===== src/hdl/hop_link_pkg.sv =====
/*
 * hop_link_pkg: constants and carrier types for the hopping link controller.
 * assumes a single 125 MHz clock domain and plain-port configuration.
 */
package hop_link_pkg;
    localparam int          NUM_SEQUENCES   = 6;
    localparam int          CHANS_HIGH_RATE = 26;
    localparam int          CHANS_LOW_RATE  = 50;
    localparam int          CHAN_W          = 6;
    localparam int          SEQ_W           = 3;
    localparam int          ADDR_W          = 32;
    localparam int          KEY_W           = 128;
    localparam int          CUST_W          = 16;
    localparam int          DATA_W          = 8;
    localparam int          FIFO_DEPTH      = 32;
    localparam int          CLK_MHZ         = 125;
    localparam int          SLOT_US_DEFAULT = 20000;
    localparam int          SLOT_CYC_DEFAULT = SLOT_US_DEFAULT * CLK_MHZ;
    localparam logic [7:0]  AUTO_REPLY_ON   = 8'h07;
    localparam logic [1:0]  AMODE_FIELD_LSB_MASK = 2'h3;
    localparam logic [7:0]  ASSURED_BIT     = 8'h10;
    localparam logic [7:0]  ENCRYPT_BIT     = 8'h20;
    localparam logic [CHAN_W-1:0] CHAN_ZERO = 6'h00;

    typedef enum logic [1:0] {MODE_SERIAL, MODE_USER, MODE_EXT_USER} addr_mode_t;

    typedef enum logic [1:0] {KEY_NOP, KEY_WRITE, KEY_CLEAR} key_cmd_t;

    // header of a received packet, reported by the radio front end
    typedef struct packed {
        logic [SEQ_W-1:0]  seq;
        logic              high_rate;
        logic              encrypted;
        logic [ADDR_W-1:0] src;
        logic [ADDR_W-1:0] dst;
    } rx_hdr_t;

    // header for an outgoing packet
    typedef struct packed {
        logic [CHAN_W-1:0] chan;
        logic              long_preamble;
        logic              encrypted;
        logic              assured;
        logic [ADDR_W-1:0] src;
        logic [ADDR_W-1:0] dst;
    } tx_hdr_t;
endpackage


===== src/hdl/word_fifo.sv =====
/*
 * word_fifo: flip-flop FIFO with valid/ready on both sides.
 * assumes one clock; reset asynchronous active high.
 */
`timescale 1ns/1ps
module word_fifo #(
    parameter int WIDTH = 8,
    parameter int DEPTH = 32
) (
    input  wire logic             i_clk,
    input  wire logic             i_rst,
    input  wire logic [WIDTH-1:0] i_data,
    input  wire logic             i_valid,
    output logic                  o_ready,
    output logic [WIDTH-1:0]      o_data,
    output logic                  o_valid,
    input  wire logic             i_ready
);
    localparam int AW = $clog2(DEPTH);

    logic [WIDTH-1:0] mem_r [DEPTH];
    logic [AW-1:0]    wr_r;
    logic [AW-1:0]    rd_r;
    logic [AW:0]      cnt_r;
    wire              push = i_valid && o_ready;
    wire              pop  = o_valid && i_ready;

    assign o_ready = (cnt_r != (AW+1)'(DEPTH));
    assign o_valid = (cnt_r != '0);
    assign o_data  = mem_r[rd_r];

    always_ff @(posedge i_clk or posedge i_rst)
    begin
        if (i_rst)
        begin
            wr_r  <= '0;
            rd_r  <= '0;
            cnt_r <= '0;
        end
        else
        begin
            if (push)
                wr_r <= (wr_r == AW'(DEPTH-1)) ? '0 : wr_r + 1'b1;
            if (pop)
                rd_r <= (rd_r == AW'(DEPTH-1)) ? '0 : rd_r + 1'b1;
            cnt_r <= cnt_r + (AW+1)'(push) - (AW+1)'(pop);
        end
    end

    always_ff @(posedge i_clk)
    begin
        if (push)
            mem_r[wr_r] <= i_data;
    end
endmodule


===== src/hdl/hop_sync_address_filter.sv =====
/*
 * hop_sync_address_filter: hop sequencing, lock tracking, address filtering
 * and key storage for a frequency-hopping link.
 * assumes a radio front end reporting preamble detect and checked headers,
 * and a uart drain consuming received payload bytes.
 */
`timescale 1ns/1ps
module hop_sync_address_filter
    import hop_link_pkg::*;
#(
    parameter int SLOT_CYCLES = SLOT_CYC_DEFAULT
) (
    input  wire logic              i_clk,
    input  wire logic              i_rst,
    input  wire logic [SEQ_W-1:0]  i_hop_seq,
    input  wire logic              i_high_rate,
    input  wire logic [7:0]        i_addressing_mode_select,
    input  wire logic [7:0]        i_auto_reply_addressing,
    input  wire logic [ADDR_W-1:0] i_user_source_address,
    input  wire logic [ADDR_W-1:0] i_user_address_mask,
    input  wire logic [ADDR_W-1:0] i_serial_number_addressing,
    input  wire logic [CUST_W-1:0] i_customer_identifier_bytes,
    input  wire logic [ADDR_W-1:0] i_dest_wdata,
    input  wire logic              i_dest_we,
    input  wire key_cmd_t          i_key_cmd,
    input  wire logic [KEY_W-1:0]  i_key_wdata,
    input  wire logic              i_preamble_det,
    input  wire logic              i_rx_done,
    input  wire logic              i_rx_check_ok,
    input  wire rx_hdr_t           i_rx_hdr,
    input  wire logic [DATA_W-1:0] i_rx_data,
    input  wire logic              i_rx_data_valid,
    output logic                   o_rx_data_ready,
    input  wire logic              i_tx_req,
    output logic                   o_tx_start,
    output tx_hdr_t                o_tx_hdr,
    output logic [KEY_W-1:0]       o_cipher_key,
    output logic                   o_key_loaded,
    output logic [CHAN_W-1:0]      o_channel,
    output logic                   o_locked,
    output logic                   o_scanning,
    output logic [ADDR_W-1:0]      o_user_destination_address,
    output logic [DATA_W-1:0]      o_uart_data,
    output logic                   o_uart_valid,
    input  wire logic              i_uart_ready
);
    typedef enum logic [1:0] {ST_SCAN, ST_PAUSE, ST_LOCKED, ST_WAIT} link_state_t;

    localparam int SLOT_W = $clog2(SLOT_CYCLES + 1);

    // the front end strobes are asynchronous to i_clk
    logic [1:0] pre_sync_r;
    logic [1:0] done_sync_r;
    always_ff @(posedge i_clk or posedge i_rst)
    begin
        if (i_rst)
        begin
            pre_sync_r  <= '0;
            done_sync_r <= '0;
        end
        else
        begin
            pre_sync_r  <= {pre_sync_r[0], i_preamble_det};
            done_sync_r <= {done_sync_r[0], i_rx_done};
        end
    end
    logic done_prev_r;
    wire  preamble   = pre_sync_r[1];
    wire  rx_done_ev = done_sync_r[1] && !done_prev_r;

    link_state_t       state_r;
    link_state_t       state_nxt;
    logic [CHAN_W-1:0] chan_r;
    logic [SLOT_W-1:0] slot_r;
    logic              long_pre_r;
    logic [ADDR_W-1:0] udest_r;
    logic [KEY_W-1:0]  key_r;
    logic              key_ok_r;
    logic              tx_r;
    tx_hdr_t           tx_hdr_r;

    wire [CHAN_W-1:0] last_chan = i_high_rate ? CHAN_W'(CHANS_HIGH_RATE - 1)
                                              : CHAN_W'(CHANS_LOW_RATE - 1);
    wire [CHAN_W-1:0] next_chan = (chan_r >= last_chan) ? CHAN_ZERO : chan_r + 1'b1;
    wire              slot_end  = (slot_r == SLOT_W'(SLOT_CYCLES - 1));

    // addressing decode
    wire [1:0]        mode_bits = i_addressing_mode_select[1:0] & AMODE_FIELD_LSB_MASK;
    wire addr_mode_t  tx_mode   = (mode_bits == 2'h0) ? MODE_SERIAL :
                                  (mode_bits == 2'h1) ? MODE_USER : MODE_EXT_USER;
    wire              enc_on    = |(i_addressing_mode_select & ENCRYPT_BIT) && key_ok_r;
    wire              assured   = |(i_addressing_mode_select & ASSURED_BIT);
    wire [ADDR_W-1:0] bcast     = i_user_source_address | i_user_address_mask;
    wire [ADDR_W-1:0] own_src   = (tx_mode == MODE_SERIAL) ? i_serial_number_addressing
                                                           : i_user_source_address;
    // extended user unencrypted carries the customer id in the upper half
    wire [ADDR_W-1:0] ext_dst   = enc_on ? udest_r
                                         : {i_customer_identifier_bytes, udest_r[CUST_W-1:0]};
    wire [ADDR_W-1:0] tx_dst    = (tx_mode == MODE_EXT_USER) ? ext_dst : udest_r;

    // every addressing type checked: exact, serial, or broadcast in our network
    wire [ADDR_W-1:0] net_bits  = ~i_user_address_mask;
    wire hit_exact  = (i_rx_hdr.dst == i_user_source_address);
    wire hit_serial = (i_rx_hdr.dst == i_serial_number_addressing);
    wire hit_bcast  = ((i_rx_hdr.dst & net_bits) == (i_user_source_address & net_bits))
                      && ((i_rx_hdr.dst & i_user_address_mask) == i_user_address_mask);
    wire addr_hit   = hit_exact || hit_serial || hit_bcast;
    // hop sequence and rate must match
    wire seq_match  = (i_rx_hdr.seq == i_hop_seq) && (i_rx_hdr.high_rate == i_high_rate);
    // header only considered once the check passed; wrong key fails it
    wire rx_good    = rx_done_ev && i_rx_check_ok && (!i_rx_hdr.encrypted || key_ok_r);
    wire accept     = rx_good && seq_match && addr_hit;

    // receive gate: payload passes to uart only for an accepted packet
    logic gate_r;
    wire  fifo_in_ready;
    assign o_rx_data_ready = fifo_in_ready;
    wire  fifo_push = i_rx_data_valid && gate_r;

    always_comb
    begin
        state_nxt = state_r;
        case (state_r)
            ST_SCAN:   if (preamble) state_nxt = ST_PAUSE;
            ST_PAUSE:
            begin
                if (accept)
                    state_nxt = ST_LOCKED;
                else if (rx_done_ev || !preamble)
                    state_nxt = ST_SCAN;
            end
            ST_LOCKED: if (slot_end) state_nxt = ST_WAIT;
            ST_WAIT:
            begin
                if (accept)
                    state_nxt = ST_LOCKED;
                else if (slot_end)
                    state_nxt = ST_SCAN;
            end
            default:   state_nxt = ST_SCAN;
        endcase
    end

    always_ff @(posedge i_clk or posedge i_rst)
    begin
        if (i_rst)
        begin
            state_r     <= ST_SCAN;
            done_prev_r <= 1'b0;
            chan_r      <= CHAN_ZERO;
            slot_r      <= '0;
            long_pre_r  <= 1'b1;
            gate_r      <= 1'b0;
        end
        else
        begin
            state_r     <= state_nxt;
            done_prev_r <= done_sync_r[1];
            if (state_r == ST_SCAN && !preamble)
                chan_r <= next_chan;
            else if (slot_end && (state_r == ST_LOCKED || state_r == ST_WAIT))
                chan_r <= next_chan;
            if (slot_end || (state_r == ST_PAUSE && accept))
                slot_r <= '0;
            else
                slot_r <= slot_r + 1'b1;
            if (slot_end || chan_r != next_chan && state_r == ST_SCAN)
                long_pre_r <= 1'b1;
            else if (o_tx_start)
                long_pre_r <= 1'b0;
            if (accept)
                gate_r <= 1'b1;
            else if (rx_done_ev)
                gate_r <= 1'b0;
        end
    end

    // destination register: software write, auto-reply capture, broadcast default
    logic dest_init_r;
    always_ff @(posedge i_clk or posedge i_rst)
    begin
        if (i_rst)
        begin
            udest_r     <= '0;
            dest_init_r <= 1'b0;
        end
        else
        begin
            dest_init_r <= 1'b1;
            if (!dest_init_r)
                udest_r <= bcast;
            else if (accept && i_auto_reply_addressing == AUTO_REPLY_ON)
                udest_r <= i_rx_hdr.src;
            else if (i_dest_we)
                udest_r <= i_dest_wdata;
        end
    end

    // key store: write or clear only, no read port
    always_ff @(posedge i_clk or posedge i_rst)
    begin
        if (i_rst)
        begin
            key_r    <= '0;
            key_ok_r <= 1'b0;
        end
        else
        begin
            case (i_key_cmd)
                KEY_WRITE:
                begin
                    key_r    <= i_key_wdata;
                    key_ok_r <= 1'b1;
                end
                KEY_CLEAR:
                begin
                    key_r    <= '0;
                    key_ok_r <= 1'b0;
                end
                default:
                begin
                    key_r    <= key_r;
                    key_ok_r <= key_ok_r;
                end
            endcase
        end
    end

    // transmit: only from scan or from a locked slot on the current channel
    wire tx_go = i_tx_req && !tx_r && (state_r == ST_SCAN || state_r == ST_LOCKED);
    always_ff @(posedge i_clk or posedge i_rst)
    begin
        if (i_rst)
        begin
            tx_r     <= 1'b0;
            tx_hdr_r <= '0;
        end
        else
        begin
            tx_r <= tx_go;
            if (tx_go)
            begin
                tx_hdr_r.chan          <= chan_r;
                tx_hdr_r.long_preamble <= long_pre_r;
                tx_hdr_r.encrypted     <= enc_on;
                tx_hdr_r.assured       <= assured;
                tx_hdr_r.src           <= own_src;
                tx_hdr_r.dst           <= tx_dst;
            end
        end
    end

    assign o_tx_start   = tx_r;
    assign o_tx_hdr     = tx_hdr_r;
    assign o_cipher_key = key_r; // to the cipher core only
    assign o_key_loaded = key_ok_r;
    assign o_channel    = chan_r;
    assign o_locked     = (state_r == ST_LOCKED) || (state_r == ST_WAIT);
    assign o_scanning   = (state_r == ST_SCAN);
    assign o_user_destination_address = udest_r;

    word_fifo #(
        .WIDTH (DATA_W),
        .DEPTH (FIFO_DEPTH)
    ) u_rx_fifo (
        .i_clk   (i_clk),
        .i_rst   (i_rst),
        .i_data  (i_rx_data),
        .i_valid (fifo_push),
        .o_ready (fifo_in_ready),
        .o_data  (o_uart_data),
        .o_valid (o_uart_valid),
        .i_ready (i_uart_ready)
    );
endmodule


===== config.mk =====
export PLATFORM = sky130hd
export DESIGN_NAME = hop_sync_address_filter
export DESIGN_NICKNAME = d
export VERILOG_FILES = /design/src/hdl/hop_link_pkg.sv /design/src/hdl/word_fifo.sv /design/src/hdl/hop_sync_address_filter.sv
export SDC_FILE = /design/constraint.sdc
export NUM_CORES = 1
export LEC_CHECK = 0
export ABC_CLOCK_PERIOD_IN_PS = 10300
export BUFFER_PORTS_ARGS = -buffer_cell sky130_fd_sc_hd__clkbuf_2
export CAP_MARGIN = 25
export CORE_MARGIN = 10
export CORE_UTILIZATION = 31
export DETAILED_ROUTE_END_ITERATION = 7
export GPL_TIMING_DRIVEN = 0
export SYNTH_ARGS = -nofsm -noshare
export SYNTH_HDL_FRONTEND = slang
export SYNTH_SLANG_ARGS = --single-unit

===== constraint.sdc =====
create_clock -name i_clk -period 10.3 [get_ports i_clk]
set_input_delay 0 -clock i_clk [delete_from_list [all_inputs] [get_ports i_clk]]
set_output_delay 0 -clock i_clk [all_outputs]
set_load 0.02 [all_outputs]

==> metrics.log <==
INFO  metric clk_root_buffer_cell = clkbuf_16
INFO  metric area.growth.synth_to_final = 40.16%
INFO  metric netlist_instances = 1648
INFO  metric worst_skew_pair.late_latency = 0.64 ns
INFO  metric combinational_family_with_the_most_area_after_synthesis = multiplexers
INFO  metric finClkSkew = 0.02877 ns
INFO  metric place_worst_setup_slack = 7.040 ns
INFO  metric ys.flop_type = dfrtp_1
INFO  metric holdWs = 0.04124 ns
INFO  metric yosys_register_bits = 545
INFO  metric dp_cells = 3247
INFO  metric rd_place_congestion = 1.053
INFO  metric cts-root-to-sink-buffers = 3
INFO  metric category_of_the_critical_setup_timing_path = reg -> out
INFO  metric global_route.overflow_total = 0
INFO  metric non_filler_instance_count_after_layout = 3656
INFO  metric grt_max_degree = 126
INFO  metric finalMaxSlewViolations = 0
INFO  metric hold_viol = 0
INFO  metric setup_viol = 0
INFO  metric synth.net_count = 2052
INFO  metric route.detailed.vias_per_inst = 5.169
INFO  metric worst_slew_margin_rel = 36.13%
INFO  metric grt_pass1_wl = 146.9 mm
INFO  metric vdd_drop_max = 136.4 uV
INFO  metric finalCritPeriodShare = 35.92%
INFO  metric postSynth.asyncResetShare = 53.03%
INFO  metric routed_wire_length_per_instance = 28.44 um
INFO  metric dp.final_hpwl = 83.93 mm
INFO  metric drtIter0Drc = 1425
INFO  metric crit-reg2reg-launch = done_prev_r
INFO  metric std_cell_rows = 100
INFO  metric timing.final.crit_period = 3.700 ns
INFO  metric synth_edf_count = 256
INFO  metric data_required_time_of_the_critical_path = 10.30 ns
INFO  metric design.die.area = 87250 sq um
INFO  metric post-route-drc-count = 0
INFO  metric dr.pass1.iters = 5
INFO  metric r2r_setup_slack = 6.96 ns
INFO  metric tightest_slew = 0.9560 ns
INFO  metric tritoncts_num_sinks = 545
INFO  metric drv_cap = 0
INFO  metric hold_path_startpoint = i_high_rate
INFO  metric clk_slew_on_worst_s_h_paths = 0.06 ns
INFO  metric seq_area_frac_synth = 63.47%
INFO  metric synthTopCellsByArea = edfxtp_1, dfrtp_1, mux4_2
INFO  metric postLayoutSetupSlackWorst = 6.600 ns
INFO  metric cts_tree = yes
INFO  metric port_buffers = 627
INFO  metric chipWidth = 295.4 um
INFO  metric synth_compound_area_share = 9.107%
INFO  metric globalRouteTotalUtil = 23.27%
INFO  metric worst_setup_path_end_kind = output port
INFO  metric mean_post_synth_cell_area = 14.26 sq um
INFO  metric tritoncts.num_buffers = 60
INFO  metric maxClockFrequency = 0.2703 GHz
INFO  metric antenna_left = 0
INFO  metric fp.dieH = 295.4 um
INFO  metric post_synth_fa_ha_maj_area_fraction = 1.309%
INFO  metric cts_max_level = 2
INFO  metric synth.distinct_cells = 59
INFO  metric cts_setup_buffers = 0
INFO  metric status = finished, final reports clean
INFO  metric initial_utilization = 31.42%
INFO  metric yosys.area_share.simple = 7.074%
INFO  metric detail_route.wirelength = 104.0 mm
INFO  metric via_count_of_the_first_global_routing_pass = 20.03k
INFO  metric synthMostInstantiatedCell = dfrtp_1
INFO  metric finalCoreUtilization = 44.04%
INFO  metric placeableCoreArea = 74820 sq um
INFO  metric synth_top_area_cell = edfxtp_1
INFO  metric nFillCells = 6790
INFO  metric synth_top_area_share = 32.70%
INFO  metric cellPowerDensity = 206.7 nW/um^2
INFO  metric hold-path-cell-count = 5
INFO  metric yosys-top-cells-count = dfrtp_1, edfxtp_1, a22o_1, nor2_1, clkbuf_1
INFO  metric drive_gt1_share = 33.88%
INFO  metric yosysWarnings = 0
INFO  metric synth_xor_xnor_area_share = 3.428%
INFO  metric worst_r2r_path_depth = 9
INFO  metric r2r-end = o_user_destination_address[11]
INFO  metric fin_setup_tns = 0 ns
INFO  metric rsz0062_at_grt = no
INFO  metric vias = 18.90k
INFO  metric num-nets-final = 3029
INFO  metric power.leakage = 13.54 nW
INFO  metric mappedNetlistArea = 23510 sq um
INFO  metric crit_arrival = 3.70 ns
INFO  metric startpoint_type = register
INFO  metric antenna_found_initial = 19
INFO  metric yosys-mux-area-fraction = 12.96%
INFO  metric critical_path_peak_fanout = 10
INFO  metric hold_worst_path_end = long_pre_r
INFO  metric holdCritPathClass = in -> reg
INFO  metric top_level_ports = 633
[worst max-delay path: stages, from the launching register on]
cell,delay [ns]
dfrtp_1,0.39
clkbuf_1,0.49
clkbuf_1,0.71
mux4_2,0.48
mux4_2,0.55
mux2_2,0.31
clkbuf_2,0.16
[stage by stage]
stage                     cell area [sq um]  total power [mW]
after floorplan                       23510             3.675
after global placement                27860             4.435
after detailed placement              27930             4.462
after CTS                             32910             6.865
after global routing                  32940             7.086
final                                 32950             6.812
[flip-flops by register name, summed over array words and instances, names as in the netlist, named ones only]
register and count:
done_prev_r 1, done_sync_r 2, u_rx_fifo.cnt_r 6, long_pre_r 1, gate_r 1, u_rx_fifo.rd_r 5
dest_init_r 1, o_cipher_key 128, o_tx_hdr 73, o_channel 6, slot_r 22, o_user_destination_address 32
state_r 1, u_rx_fifo.mem_r 256, o_tx_start 1, u_rx_fifo.wr_r 5, o_key_loaded 1, pre_sync_r 2
[where the power goes]
group / internal (mW) / switching, mW / total, mW
sequential: 2.48 / 0.153 / 2.63
clock: 1.39 / 0.902 / 2.29
combinational: 0.775 / 1.12 / 1.89
[cell families (layout without fill, tap and decap cells)]
kind of cell	after synthesis	after routing
xor gates and xnor gates	92	92
AOI/OAI and AO/OA	303	303
adders and majority gates	24	24
and+or+nand+nor	339	339
other	1	11
buffers and inverters	148	1177
DFF	545	545
muxes	196	196
[worst max-delay path by stage]
stage	cells past startpoint	slack (ns)	startpoint	to
3_5_place_dp	6	7.04	u_rx_fifo.rd_r[0]	o_uart_data[2]
4_1_cts	6	6.36	u_rx_fifo.rd_r[0]	o_uart_data[2]
6_report	6	6.60	u_rx_fifo.rd_r[1]	o_uart_data[2]
2_1_floorplan	1	2.32	i_rst	async pin
3_3_place_gp	2	-0.92	i_rst	o_tx_hdr[9]
5_1_grt	6	6.39	u_rx_fifo.rd_r[0]	o_uart_data[2]
[placed cells by master (no fill, tap or decap), types with 4 or more instances in the layout]
cell type / n
ha_1: 23
a22o_1: 128
a21oi_1: 56
edfxtp_1: 256
inv_1: 32
o31ai_1: 4
clkinv_2: 12
clkbuf_1: 91
o22ai_1: 16
nand4_1: 22
o2111ai_1: 6
o21ai_0: 48
clkbuf_8: 10
nand2_1: 40
clkbuf_16: 61
bufinv_16: 9
xor2_1: 17
nor3_1: 49
clkinv_1: 5
mux4_2: 80
dfrtp_1: 288
nand3_1: 47
a31oi_1: 32
nand2b_1: 25
nor4_1: 9
xnor2_1: 75
buf_1: 14
buf_4: 17
and3_1: 7
nor2_1: 116
mux2i_1: 49
diode_2: 10
mux2_2: 67
dlygate4sd3_1: 284
clkbuf_2: 627
[routing by layer]
metal | track usage (%) | routed length (um) | part of all wire, %
met1 | 27.39 | 39640 | 38
met3 | 5.663 | 7342 | 7.1
met5 | 0 | 93 | 0.089
met4 | 11.83 | 6087 | 5.9
met2 | 39.21 | 50800 | 49
[final cells by class]
class | instances | area (sq um) | area share, %
Multi-Input combinational cell | 955 | 7968 | 24.18
Buffer | 114 | 491.7 | 1.492
Antenna cell | 10 | 25.02 | 0.07595
Inverter | 34 | 135.1 | 0.4101
Tap cell | 969 | 1212 | 3.680
Clock inverter | 33 | 435.4 | 1.322
Timing Repair Buffer | 915 | 6058 | 18.39
Sequential cell | 545 | 14920 | 45.29
Clock buffer | 81 | 1702 | 5.165
[what timing repair did]
| action | in CTS | in global routing |
|---|---|---|
| hold endpoints to repair | 300 | 0 |
| setup endpoints to repair | 0 | 0 |
| hold buffers | 284 | 0 |
| gates resized for setup | 0 | 0 |
Note: power is estimated with default switching activity, not from simulation.
